[config.mk]
export PLATFORM = sky130hd
export DESIGN_NAME = rap_alarm_periodic
export DESIGN_NICKNAME = d
export VERILOG_FILES = /design/src/rtl/rap_pkg.sv /design/src/rtl/rap_sticky_flag.sv /design/src/rtl/rap_subsec_div.sv /design/src/rtl/rap_alarm_periodic.sv
export SDC_FILE = /design/constraint.sdc
export NUM_CORES = 1
export LEC_CHECK = 0
export ABC_CLOCK_PERIOD_IN_PS = 5900
export BUFFER_PORTS_ARGS = -buffer_cell sky130_fd_sc_hd__buf_4
export CAP_MARGIN = 20
export CORE_MARGIN = 8
export CORE_UTILIZATION = 55
export DETAILED_ROUTE_END_ITERATION = 12
export GPL_TIMING_DRIVEN = 0
export PLACE_DENSITY_LB_ADDON = 0.2
export RECOVER_POWER = 25
export SLEW_MARGIN = 5
export SYNTH_ARGS = -nofsm -noshare
export SYNTH_HDL_FRONTEND = slang
export SYNTH_SLANG_ARGS = --single-unit
export TNS_END_PERCENT = 1
[constraint.sdc]
create_clock -name sys_clk_i -period 5.9 [get_ports sys_clk_i]
set_input_delay 0.295 -clock sys_clk_i [delete_from_list [all_inputs] [get_ports sys_clk_i]]
set_output_delay 0.295 -clock sys_clk_i [all_outputs]
set_load 0.05 [all_outputs]
[src/rtl/rap_pkg.sv]
// Package: constants, register map and carrier types of the alarm and periodic interrupt unit
package rap_pkg;

	// System clock rate
	localparam int unsigned CLK_HZ      = 20_000_000;
	localparam int unsigned CLK_PER_US  = CLK_HZ / 1_000_000;

	// Seconds increment trails the pulse falling edge (in ns, rounded down)
	localparam int unsigned INC_DELAY_NS     = 92_000;
	localparam int unsigned INC_DELAY_CYCLES = INC_DELAY_NS * CLK_PER_US / 1000;

	// Largest oscillation-adjust correction (in us) and its cycle count
	localparam int unsigned ADJ_MAX_US     = 3784;
	localparam int unsigned ADJ_MAX_CYCLES = ADJ_MAX_US * CLK_PER_US;

	// Adjust is applied once every this many seconds
	localparam int unsigned ADJ_PERIOD_SEC = 20;

	// Register offsets
	localparam logic [3:0] ADDR_CTRL_ONE   = 4'hE;
	localparam logic [3:0] ADDR_STATUS_TWO = 4'hF;

	// Field positions, interrupt_control_one
	localparam int WEEKLY_EN_BIT = 7;
	localparam int DAILY_EN_BIT  = 6;
	localparam int AUX_HI_BIT    = 5;
	localparam int AUX_LO_BIT    = 3;
	localparam int SEL_HI_BIT    = 2;
	localparam int SEL_LO_BIT    = 0;

	// Field positions, interrupt_status_two
	localparam int PERIODIC_FLAG_BIT = 2;
	localparam int WEEKLY_FLAG_BIT   = 1;
	localparam int DAILY_FLAG_BIT    = 0;

	// Reset values
	localparam logic [7:0] CTRL_ONE_RST = 8'h00;
	localparam logic [7:0] READ_ZERO    = 8'h00;

	// Periodic select codes
	localparam logic [2:0] SEL_OFF      = 3'h0;
	localparam logic [2:0] SEL_LOW      = 3'h1;
	localparam logic [2:0] SEL_PULSE_2  = 3'h2;
	localparam logic [2:0] SEL_PULSE_1  = 3'h3;
	localparam logic [2:0] SEL_LVL_SEC  = 3'h4;
	localparam logic [2:0] SEL_LVL_MIN  = 3'h5;
	localparam logic [2:0] SEL_LVL_HOUR = 3'h6;
	localparam logic [2:0] SEL_LVL_MON  = 3'h7;

	// BCD constants for period matches
	localparam logic [6:0] BCD_ZERO7 = 7'h00;
	localparam logic [5:0] BCD_ZERO6 = 6'h00;
	localparam logic [5:0] BCD_ONE6  = 6'h01;

	// Current time from the timekeeping counters, BCD
	typedef struct packed {
		logic [2:0] day_of_week;
		logic [5:0] hour;
		logic [6:0] minute;
		logic [6:0] second;
		logic [5:0] day_of_month;
	} rap_time_t;

	// Alarm register contents, BCD
	typedef struct packed {
		logic [6:0] weekday_mask;
		logic [5:0] hour;
		logic [6:0] minute;
	} rap_alarm_t;

	// Sub-second divider phases
	typedef struct packed {
		logic low_1hz;
		logic low_2hz;
		logic sec_inc;
	} rap_phase_t;

endpackage

[src/rtl/rap_sticky_flag.sv]
// Sticky event flag: hardware set, software clear, set wins the tie
`timescale 1ns/1ps
`default_nettype none

module rap_sticky_flag
	import rap_pkg::*;
(
	input  wire logic sys_clk_i,
	input  wire logic nrst_i,
	input  wire logic set_i,
	input  wire logic clr_i,
	input  wire logic halt_i,
	output logic      flag_o
);

	logic flag_q;

	// Halt clears all; an event in the clear cycle is kept
	always_ff @(posedge sys_clk_i or negedge nrst_i) begin
		if (!nrst_i) begin
			flag_q <= 1'b0;
		end else if (halt_i) begin
			flag_q <= 1'b0;
		end else if (set_i) begin
			flag_q <= 1'b1;
		end else if (clr_i) begin
			flag_q <= 1'b0;
		end
	end

	assign flag_o = flag_q;

endmodule

`default_nettype wire

[src/rtl/rap_subsec_div.sv]
// Sub-second divider: second phase, 1 Hz and 2 Hz low phases, seconds increment
`timescale 1ns/1ps
`default_nettype none

module rap_subsec_div
	import rap_pkg::*;
#(
	parameter int unsigned SEC_CYCLES = CLK_HZ,
	parameter int unsigned CW         = 26
) (
	input  wire logic        sys_clk_i,
	input  wire logic        nrst_i,
	input  wire logic        restart_i,
	input  wire logic        adj_en_i,
	input  wire logic [17:0] adj_cycles_i,
	output var rap_phase_t   phase_o
);

	localparam logic [CW-1:0] SEC_LEN  = CW'(SEC_CYCLES);
	localparam logic [CW-1:0] HALF_LEN = CW'(SEC_CYCLES / 2);
	localparam logic [CW-1:0] QTR_LEN  = CW'(SEC_CYCLES / 4);
	localparam logic [CW-1:0] INC_AT   = CW'(INC_DELAY_CYCLES);
	localparam logic [17:0]   ADJ_LIM  = 18'(ADJ_MAX_CYCLES);
	localparam logic [4:0]    ADJ_LAST = 5'(ADJ_PERIOD_SEC - 1);

	logic [CW-1:0] cnt_q;
	logic [4:0]    adj_sec_q;
	logic signed [17:0] adj_lim;
	logic [CW-1:0] low_len;
	logic [CW-1:0] sec_len;
	logic          adj_now;

	// Clamp the correction to its largest documented size
	always_comb begin
		adj_lim = $signed(adj_cycles_i);
		if (adj_lim > $signed(ADJ_LIM)) begin
			adj_lim = $signed(ADJ_LIM);
		end else if (adj_lim < -$signed(ADJ_LIM)) begin
			adj_lim = -$signed(ADJ_LIM);
		end
	end

	// Once per period the low half stretches or shrinks, and so does the second
	assign adj_now = adj_en_i && (adj_sec_q == ADJ_LAST);
	assign low_len = adj_now ? HALF_LEN + CW'(adj_lim) : HALF_LEN;
	assign sec_len = adj_now ? SEC_LEN + CW'(adj_lim) : SEC_LEN;

	// Phase counter; a seconds write restarts it at the falling edge
	always_ff @(posedge sys_clk_i or negedge nrst_i) begin
		if (!nrst_i) begin
			cnt_q <= '0;
		end else if (restart_i || cnt_q >= sec_len - CW'(1)) begin
			cnt_q <= '0;
		end else begin
			cnt_q <= cnt_q + CW'(1);
		end
	end

	// Counts seconds toward the next adjusted one
	always_ff @(posedge sys_clk_i or negedge nrst_i) begin
		if (!nrst_i) begin
			adj_sec_q <= '0;
		end else if (!restart_i && cnt_q >= sec_len - CW'(1)) begin
			adj_sec_q <= (adj_sec_q == ADJ_LAST) ? 5'h00 : adj_sec_q + 5'h01;
		end
	end

	// Low phases; increment trails the falling edge
	always_ff @(posedge sys_clk_i or negedge nrst_i) begin
		if (!nrst_i) begin
			phase_o <= '0;
		end else begin
			phase_o.low_1hz <= (cnt_q < low_len);
			phase_o.low_2hz <= (cnt_q < QTR_LEN) ||
				(cnt_q >= HALF_LEN && cnt_q < HALF_LEN + QTR_LEN);
			phase_o.sec_inc <= (cnt_q == INC_AT) && !restart_i;
		end
	end

endmodule

`default_nettype wire

[src/rtl/rap_alarm_periodic.sv]
// Alarm and periodic interrupt unit: one control and one status register, alarms, periodic output
`timescale 1ns/1ps
`default_nettype none

module rap_alarm_periodic
	import rap_pkg::*;
#(
	parameter int unsigned SEC_CYCLES = CLK_HZ
) (
	input  wire logic        sys_clk_i,
	input  wire logic        nrst_i,
	input  wire logic [3:0]  reg_addr_i,
	input  wire logic        reg_wr_i,
	input  wire logic        reg_rd_i,
	input  wire logic [7:0]  reg_wdata_i,
	output logic [7:0]       reg_rdata_o,
	input  wire rap_time_t   time_i,
	input  wire rap_alarm_t  alarm_weekly_i,
	input  wire rap_alarm_t  alarm_daily_i,
	input  wire logic        sec_write_i,
	input  wire logic        osc_halt_flag_i,
	input  wire logic        adj_en_i,
	input  wire logic [17:0] adj_cycles_i,
	output logic             sec_inc_o,
	input  wire logic        interrupt_out_n_i,
	output logic             interrupt_out_n_o,
	output logic             interrupt_out_n_oe_o,
	output logic             pin_level_o
);

	// Register state
	logic       weekly_alarm_enable_q;
	logic       daily_alarm_enable_q;
	logic [2:0] aux_bits_q;
	logic [2:0] periodic_select_q;

	// Flags
	logic weekly_alarm_flag;
	logic daily_alarm_flag;
	logic level_flag;

	// Match tracking
	logic weekly_match;
	logic daily_match;
	logic weekly_match_q;
	logic daily_match_q;

	// Periodic path
	rap_phase_t phase;
	logic       eval_q;
	logic       period_hit;
	logic       pulse_low;
	logic       periodic_low;
	logic       periodic_flag;

	// Halt edge and write decode
	logic halt_q;
	logic halt_evt;
	logic wr_ctrl;
	logic wr_stat;

	// Pin readback sampler
	logic [2:0] pin_sync_q;
	logic       pin_level_q;

	// Register write decode, shared by both registers
	function automatic logic reg_hit(input logic [3:0] addr, input logic [3:0] target);
		reg_hit = (addr == target);
	endfunction

	// Host clear of one status flag: a write with that bit at 0; a 1 leaves it alone
	function automatic logic flag_clear(input logic wr, input logic [7:0] data, input int bit_pos);
		flag_clear = wr && !data[bit_pos];
	endfunction

	// Hour and minute equality, the part both alarms share
	function automatic logic hm_match(input rap_alarm_t alarm, input rap_time_t now);
		hm_match = (alarm.hour == now.hour) && (alarm.minute == now.minute);
	endfunction

	// Weekday mask lookup; a day code past the mask never matches instead of reading unknown
	function automatic logic day_selected(input logic [6:0] mask, input logic [2:0] day);
		day_selected = 1'b0;
		for (int i = 0; i < $bits(mask); i++) begin
			if (int'(day) == i) begin
				day_selected = mask[i];
			end
		end
	endfunction

	// Period boundaries, each built on the one below it
	function automatic logic top_of_minute(input rap_time_t now);
		top_of_minute = (now.second == BCD_ZERO7);
	endfunction

	function automatic logic top_of_hour(input rap_time_t now);
		top_of_hour = top_of_minute(now) && (now.minute == BCD_ZERO7);
	endfunction

	function automatic logic top_of_month(input rap_time_t now);
		top_of_month = top_of_hour(now) && (now.hour == BCD_ZERO6) && (now.day_of_month == BCD_ONE6);
	endfunction

	assign wr_ctrl = reg_wr_i && reg_hit(reg_addr_i, ADDR_CTRL_ONE);
	assign wr_stat = reg_wr_i && reg_hit(reg_addr_i, ADDR_STATUS_TWO);

	// A recorded halt acts once, on its rising edge
	// Acting on the level would also wipe writes made while the flag stays set
	always_ff @(posedge sys_clk_i or negedge nrst_i) begin
		if (!nrst_i) begin
			halt_q <= 1'b0;
		end else begin
			halt_q <= osc_halt_flag_i;
		end
	end

	assign halt_evt = osc_halt_flag_i && !halt_q;

	// Alarm enables, stored apart from the flags
	always_ff @(posedge sys_clk_i or negedge nrst_i) begin
		if (!nrst_i) begin
			weekly_alarm_enable_q <= CTRL_ONE_RST[WEEKLY_EN_BIT];
			daily_alarm_enable_q  <= CTRL_ONE_RST[DAILY_EN_BIT];
		end else if (halt_evt) begin
			weekly_alarm_enable_q <= 1'b0;
			daily_alarm_enable_q  <= 1'b0;
		end else if (wr_ctrl) begin
			weekly_alarm_enable_q <= reg_wdata_i[WEEKLY_EN_BIT];
			daily_alarm_enable_q  <= reg_wdata_i[DAILY_EN_BIT];
		end
	end

	// Periodic select and spare control bits
	always_ff @(posedge sys_clk_i or negedge nrst_i) begin
		if (!nrst_i) begin
			periodic_select_q <= CTRL_ONE_RST[SEL_HI_BIT:SEL_LO_BIT];
			aux_bits_q        <= CTRL_ONE_RST[AUX_HI_BIT:AUX_LO_BIT];
		end else if (halt_evt) begin
			periodic_select_q <= SEL_OFF;
			aux_bits_q        <= '0;
		end else if (wr_ctrl) begin
			periodic_select_q <= reg_wdata_i[SEL_HI_BIT:SEL_LO_BIT];
			aux_bits_q        <= reg_wdata_i[AUX_HI_BIT:AUX_LO_BIT];
		end
	end

	// Weekly compares weekday mask, hour, minute
	assign weekly_match = weekly_alarm_enable_q &&
		day_selected(alarm_weekly_i.weekday_mask, time_i.day_of_week) &&
		hm_match(alarm_weekly_i, time_i);

	// Daily ignores the weekday
	assign daily_match = daily_alarm_enable_q && hm_match(alarm_daily_i, time_i);

	// Flags set on the match edge, so a cleared flag waits for the next match
	always_ff @(posedge sys_clk_i or negedge nrst_i) begin
		if (!nrst_i) begin
			weekly_match_q <= 1'b0;
			daily_match_q  <= 1'b0;
		end else begin
			weekly_match_q <= weekly_match;
			daily_match_q  <= daily_match;
		end
	end

	// Weekly flag: write 0 clears, write 1 ignored
	rap_sticky_flag u_weekly_flag (
		.sys_clk_i (sys_clk_i),
		.nrst_i    (nrst_i),
		.set_i     (weekly_match && !weekly_match_q),
		.clr_i     (flag_clear(wr_stat, reg_wdata_i, WEEKLY_FLAG_BIT)),
		.halt_i    (halt_evt),
		.flag_o    (weekly_alarm_flag)
	);

	// Daily flag, same behaviour
	rap_sticky_flag u_daily_flag (
		.sys_clk_i (sys_clk_i),
		.nrst_i    (nrst_i),
		.set_i     (daily_match && !daily_match_q),
		.clr_i     (flag_clear(wr_stat, reg_wdata_i, DAILY_FLAG_BIT)),
		.halt_i    (halt_evt),
		.flag_o    (daily_alarm_flag)
	);

	// Sub-second divider; owns the seconds increment
	rap_subsec_div #(
		.SEC_CYCLES (SEC_CYCLES)
	) u_div (
		.sys_clk_i    (sys_clk_i),
		.nrst_i       (nrst_i),
		.restart_i    (sec_write_i),
		.adj_en_i     (adj_en_i),
		.adj_cycles_i (adj_cycles_i),
		.phase_o      (phase)
	);

	assign sec_inc_o = phase.sec_inc;

	// Counters settle one cycle after the increment, then the period is judged
	// Judging on the increment itself would compare the old seconds value
	always_ff @(posedge sys_clk_i or negedge nrst_i) begin
		if (!nrst_i) begin
			eval_q <= 1'b0;
		end else begin
			eval_q <= phase.sec_inc;
		end
	end

	// Period boundaries for level mode
	always_comb begin
		period_hit = 1'b0;
		case (periodic_select_q)
			SEL_LVL_SEC: begin
				period_hit = eval_q;
			end
			SEL_LVL_MIN: begin
				period_hit = eval_q && top_of_minute(time_i);
			end
			SEL_LVL_HOUR: begin
				period_hit = eval_q && top_of_hour(time_i);
			end
			SEL_LVL_MON: begin
				period_hit = eval_q && top_of_month(time_i);
			end
			default: begin
				period_hit = 1'b0;
			end
		endcase
	end

	// Level flag holds low until written 0, until a non-level select code is set, or until halt
	rap_sticky_flag u_level_flag (
		.sys_clk_i (sys_clk_i),
		.nrst_i    (nrst_i),
		.set_i     (period_hit),
		.clr_i     (flag_clear(wr_stat, reg_wdata_i, PERIODIC_FLAG_BIT) || !periodic_select_q[2]),
		.halt_i    (halt_evt),
		.flag_o    (level_flag)
	);

	// Periodic waveform by select code
	always_comb begin
		pulse_low = 1'b0;
		case (periodic_select_q)
			SEL_OFF: begin
				pulse_low = 1'b0;
			end
			SEL_LOW: begin
				pulse_low = 1'b1;
			end
			SEL_PULSE_2: begin
				pulse_low = phase.low_2hz;
			end
			SEL_PULSE_1: begin
				pulse_low = phase.low_1hz;
			end
			default: begin
				pulse_low = 1'b0;
			end
		endcase
	end

	// Level mode follows its flag, other modes the waveform
	assign periodic_low  = periodic_select_q[2] ? level_flag : pulse_low;
	assign periodic_flag = periodic_low;

	// Any source pulls the shared line; released when all idle
	// Registered so the pin cannot glitch while sources change in the same cycle
	always_ff @(posedge sys_clk_i or negedge nrst_i) begin
		if (!nrst_i) begin
			interrupt_out_n_oe_o <= 1'b0;
		end else begin
			interrupt_out_n_oe_o <= weekly_alarm_flag || daily_alarm_flag || periodic_low;
		end
	end

	// Open drain: only ever drives low
	assign interrupt_out_n_o = 1'b0;

	// Line level readback, three-stage sampled
	always_ff @(posedge sys_clk_i or negedge nrst_i) begin
		if (!nrst_i) begin
			pin_sync_q <= 3'h7;
		end else begin
			pin_sync_q <= {pin_sync_q[1:0], interrupt_out_n_i};
		end
	end

	// Level changes only once the last two stages agree
	always_ff @(posedge sys_clk_i or negedge nrst_i) begin
		if (!nrst_i) begin
			pin_level_q <= 1'b1;
		end else if (pin_sync_q[2] == pin_sync_q[1]) begin
			pin_level_q <= pin_sync_q[2];
		end
	end

	assign pin_level_o = pin_level_q;

	// Read data registered one cycle after the strobe; flags show the source
	always_ff @(posedge sys_clk_i or negedge nrst_i) begin
		if (!nrst_i) begin
			reg_rdata_o <= READ_ZERO;
		end else if (reg_rd_i) begin
			reg_rdata_o <= READ_ZERO;
			if (reg_hit(reg_addr_i, ADDR_CTRL_ONE)) begin
				reg_rdata_o[WEEKLY_EN_BIT]          <= weekly_alarm_enable_q;
				reg_rdata_o[DAILY_EN_BIT]           <= daily_alarm_enable_q;
				reg_rdata_o[AUX_HI_BIT:AUX_LO_BIT]  <= aux_bits_q;
				reg_rdata_o[SEL_HI_BIT:SEL_LO_BIT]  <= periodic_select_q;
			end else if (reg_hit(reg_addr_i, ADDR_STATUS_TWO)) begin
				reg_rdata_o[PERIODIC_FLAG_BIT] <= periodic_flag;
				reg_rdata_o[WEEKLY_FLAG_BIT]   <= weekly_alarm_flag;
				reg_rdata_o[DAILY_FLAG_BIT]    <= daily_alarm_flag;
			end
		end
	end

endmodule

`default_nettype wire

==> impl_metrics.tcl <==
set metrics [dict create \
    routedWlPerCell_um 17.7 \
    grt_pass1_vias 5526 \
    drc 0 \
    viasPerCell 6.12 \
    criticalPathCategory "in -> reg" \
    start_kind "input port" \
    ys_ff_latch 62 \
    path_clk_slew_ns 0.08 \
    die_area_mm2 0.0134 \
    layout_common_cells "buf_4, nor2_1, dfrtp_1" \
    critPathMaxStageDelay_ns 0.56 \
    p_per_area_mw_per_mm2 166 \
    async_reset_ff_share_pct 100 \
    cts_made_buffers 9 \
    synth_top_cell_by_area "dfrtp_1" \
    total_power_w 0.00115 \
    synth.area.top_cells "dfrtp_1, ha_1, xnor2_1" \
    avgSynthCellArea_um2 8.25 \
    antenna_found_initial 0 \
    clkLatencyLatePin_ns 0.34 \
    cp_data_required_time_ns 6.17 \
    skew_ns 0.0117 \
    hold_slack_ns 0.0569 \
    slew_viol_final 63 \
    cts_tree "built" \
    dpl_cell_area_mm2 0.00645 \
    initial_core_util_pct 56.2 \
    ir_drop_uv 142 \
    syn_area_mm2 0.00547 \
    slew_headroom_pct -113 \
    num-fill-cells 820 \
    track_usage_pct 24.8 \
    stdcell_area_mm2 0.00690 \
    pwr-share-seq_pct 39.6 \
    p_switching_w 0.000334 \
    place_ws_ns -1.41 \
    root_buffer "clkbuf_8" \
    ctsLongestPathBuffers 2 \
    synth-edff-count 0 \
    yosys_warnings 0 \
    dp_hpwl_mm 12.8 \
    yosys.area.top_type_share_pct 26.5 \
    final_common_cell "buf_4" \
    grt_max_degree 63 \
    nets 952 \
    violations "capacitance limit, slew limit" \
    p_leak_nw 3.04 \
    pwr-share-comb_pct 22.5 \
    numPortBuffers 107 \
    fin_crit_sh_pct 97.5 \
    setup_violations 0 \
    wirelength_mm 16.5 \
    min_path_type "in -> reg" \
    p_int_w 0.000814 \
    finalWorstSetupSlack_ns 0.146 \
    maxCapViolations 1 \
    num_vias 5709 \
    swShare_pct 29.1 \
    clock_sinks 62 \
    worstPathCellList "buf_4 -> or4_4 -> or4b_4 -> a21oi_4 -> or2_2 -> buf_6 -> o21ai_4 -> ha_4 -> o31a_1 -> nor2_2 -> xnor2_2 -> o22ai_2 -> or4_4 -> a211o_1 -> xor2_2 -> ha_4 -> o211ai_1 -> nor4_2 -> a221oi_1 -> nand3_1 -> a311o_2 -> buf_6 -> nor2_1" \
    num_rows 36 \
    cp_max_fo 10 \
    cp.arrival_ns 6.02 \
    run_status "complete, but fails checks" \
    timing.rr.start "u_div.adj_sec_q[0]$_DFFE_PN0P_" \
    gr-total-overflow 0 \
    area_delta_synth_final_pct 26.1 \
    drt_iter0_markers 564 \
    seq_area_frac_synth_pct 28.5 \
    p_clk_share_pct 37.9 \
    drt-pass1-iter-count 5 \
    crit_path_end_kind "register" \
    slowest_stage "or4_4" \
    worst_slew_pin_slew_ns 3.20 \
    core_mm2 0.00973 \
    synthDistinctLibCells 67 \
    startpoint "adj_cycles_i[0]" \
    fmax_ghz 0.174 \
    io_pins 119 \
    diodes 0 \
    grt_pass1_wl_mm 26.8 \
    die_h_um 116 \
    ant_nets 0 \
    hp-start "interrupt_out_n_i" \
    die_w_um 116 \
    hold_violations 0 \
    synthFlopType "dfrtp_1" \
    hold_buffers 0 \
    final.min_clock_period_ns 5.75 \
    utilization_pct 70.9 \
    syn_inst 663 \
    layout-drive-gt1-share_pct 22.6 \
    htreeDepth 3 \
    gp_congestion 0.910 \
]
[flip-flops by register name, summed over array words and instances (netlist names), 3 cells and up]
register and flops:
periodic_select_q 3, reg_rdata_o 8, pin_sync_q 3, u_div.cnt_q 26, u_div.phase_o 3, u_div.adj_sec_q 5, aux_bits_q 3
[kinds of logic (layout without fill, tap and decap cells)]
family,after synthesis,count (layout),share of synthesized area (%)
AO/OA/AOI/OAI,163,163,19.7
XOR/XNOR,65,65,10.4
adder cells (fa/ha/maj),51,51,11.6
buffers and inverters,49,184,3.43
flip-flops,62,62,28.5
multiplexers,9,9,1.74
other,1,3,0.0686
AND/OR/NAND/NOR,263,263,24.5
[through the flow]
step	instances	TNS, ns
global placement	905	-32.68
CTS	921	0
floorplan	665	0
detailed placement	905	-37.77
global route	933	-0.00811
finish	933	0
[metal layers]
layer  part of all wire, %  global-route usage (%)  up-vias
met5                     0                       0        -
met4                   1.5                    6.74        0
met3                   7.3                    4.06       26
met2                    50                    42.4      274
met1                    41                    31.5     2735
li1                      -                       -     2674
[power groups by stage]
stage / registers [W] / logic [W] / clock network [W]
after detailed placement: 0.000461 / 0.000230 / 0
final: 0.000454 / 0.000259 / 0.000435
after CTS: 0.000453 / 0.000238 / 0.000441
after floorplan: 0.000463 / 0.000120 / 0
after global placement: 0.000460 / 0.000223 / 0
after global routing: 0.000456 / 0.000278 / 0.000459
[cell usage after synthesis, drive strengths merged, types with 5 or more instances]
cell type / number
a211o: 7
a211oi: 6
a21o: 7
a21oi: 36
a22o: 8
a31oi: 5
and2: 5
and3: 7
clkbuf: 21
dfrtp: 58
ha: 50
inv: 25
mux2i: 5
nand2: 56
nand2b: 9
nand3: 20
nand4: 17
nor2: 66
nor2b: 6
nor3: 24
nor4: 18
o211ai: 5
o21a: 10
o21ai: 46
o31ai: 6
or2: 5
or3: 10
xnor2: 35
xor2: 30
[worst paths after layout]
| check | to | slack (ns) | depth (start not counted) |
|---|---|---|---|
| max in group asynchronous | u_div.cnt_q[13]$_DFF_PN0_ | 3.09 | 1 |
| worst min register to register | pin_sync_q[1]$_DFF_PN1_ | 0.36 | 0 |
| min in group asynchronous | reg_rdata_o[6]$_DFFE_PN0P_ | 1.00 | 1 |
| worst max register to register | u_div.cnt_q[16]$_DFF_PN0_ | 0.31 | 20 |
| worst min-delay path | pin_sync_q[0]$_DFF_PN1_ | 0.06 | 1 |
| worst max-delay path | u_div.cnt_q[16]$_DFF_PN0_ | 0.15 | 23 |
[critical path: cells and delay by family]
family          cells  cell delay [ns]
fa+ha+maj           2             0.45
buf+inv             3             0.46
compound gates      8             1.97
simple gates        8             2.45
xor+xnor            2             0.39
[repair_timing]
| action | in CTS | in global routing |
|---|---|---|
| cloned | 0 | 0 |
| setup buffers | 4 | 11 |
| pin swaps | 3 | 10 |
| resized for setup | 13 | 21 |
| setup endpoints to repair | 30 | 30 |
[area by class of cell]
class                      count  area [um2]  share of cell area [%]
timing repair buffer         123         917                    13.3
tap                          133         166                    2.41
sequential                    62        1560                    22.6
inverter                      25        97.6                    1.41
buffer                        20         105                    1.52
clock inverter                 6        92.6                    1.34
clock buffer                  10         138                    1.99
multi-input combinational    554        3830                    55.5
Note: power is estimated with default switching activity, not from simulation.
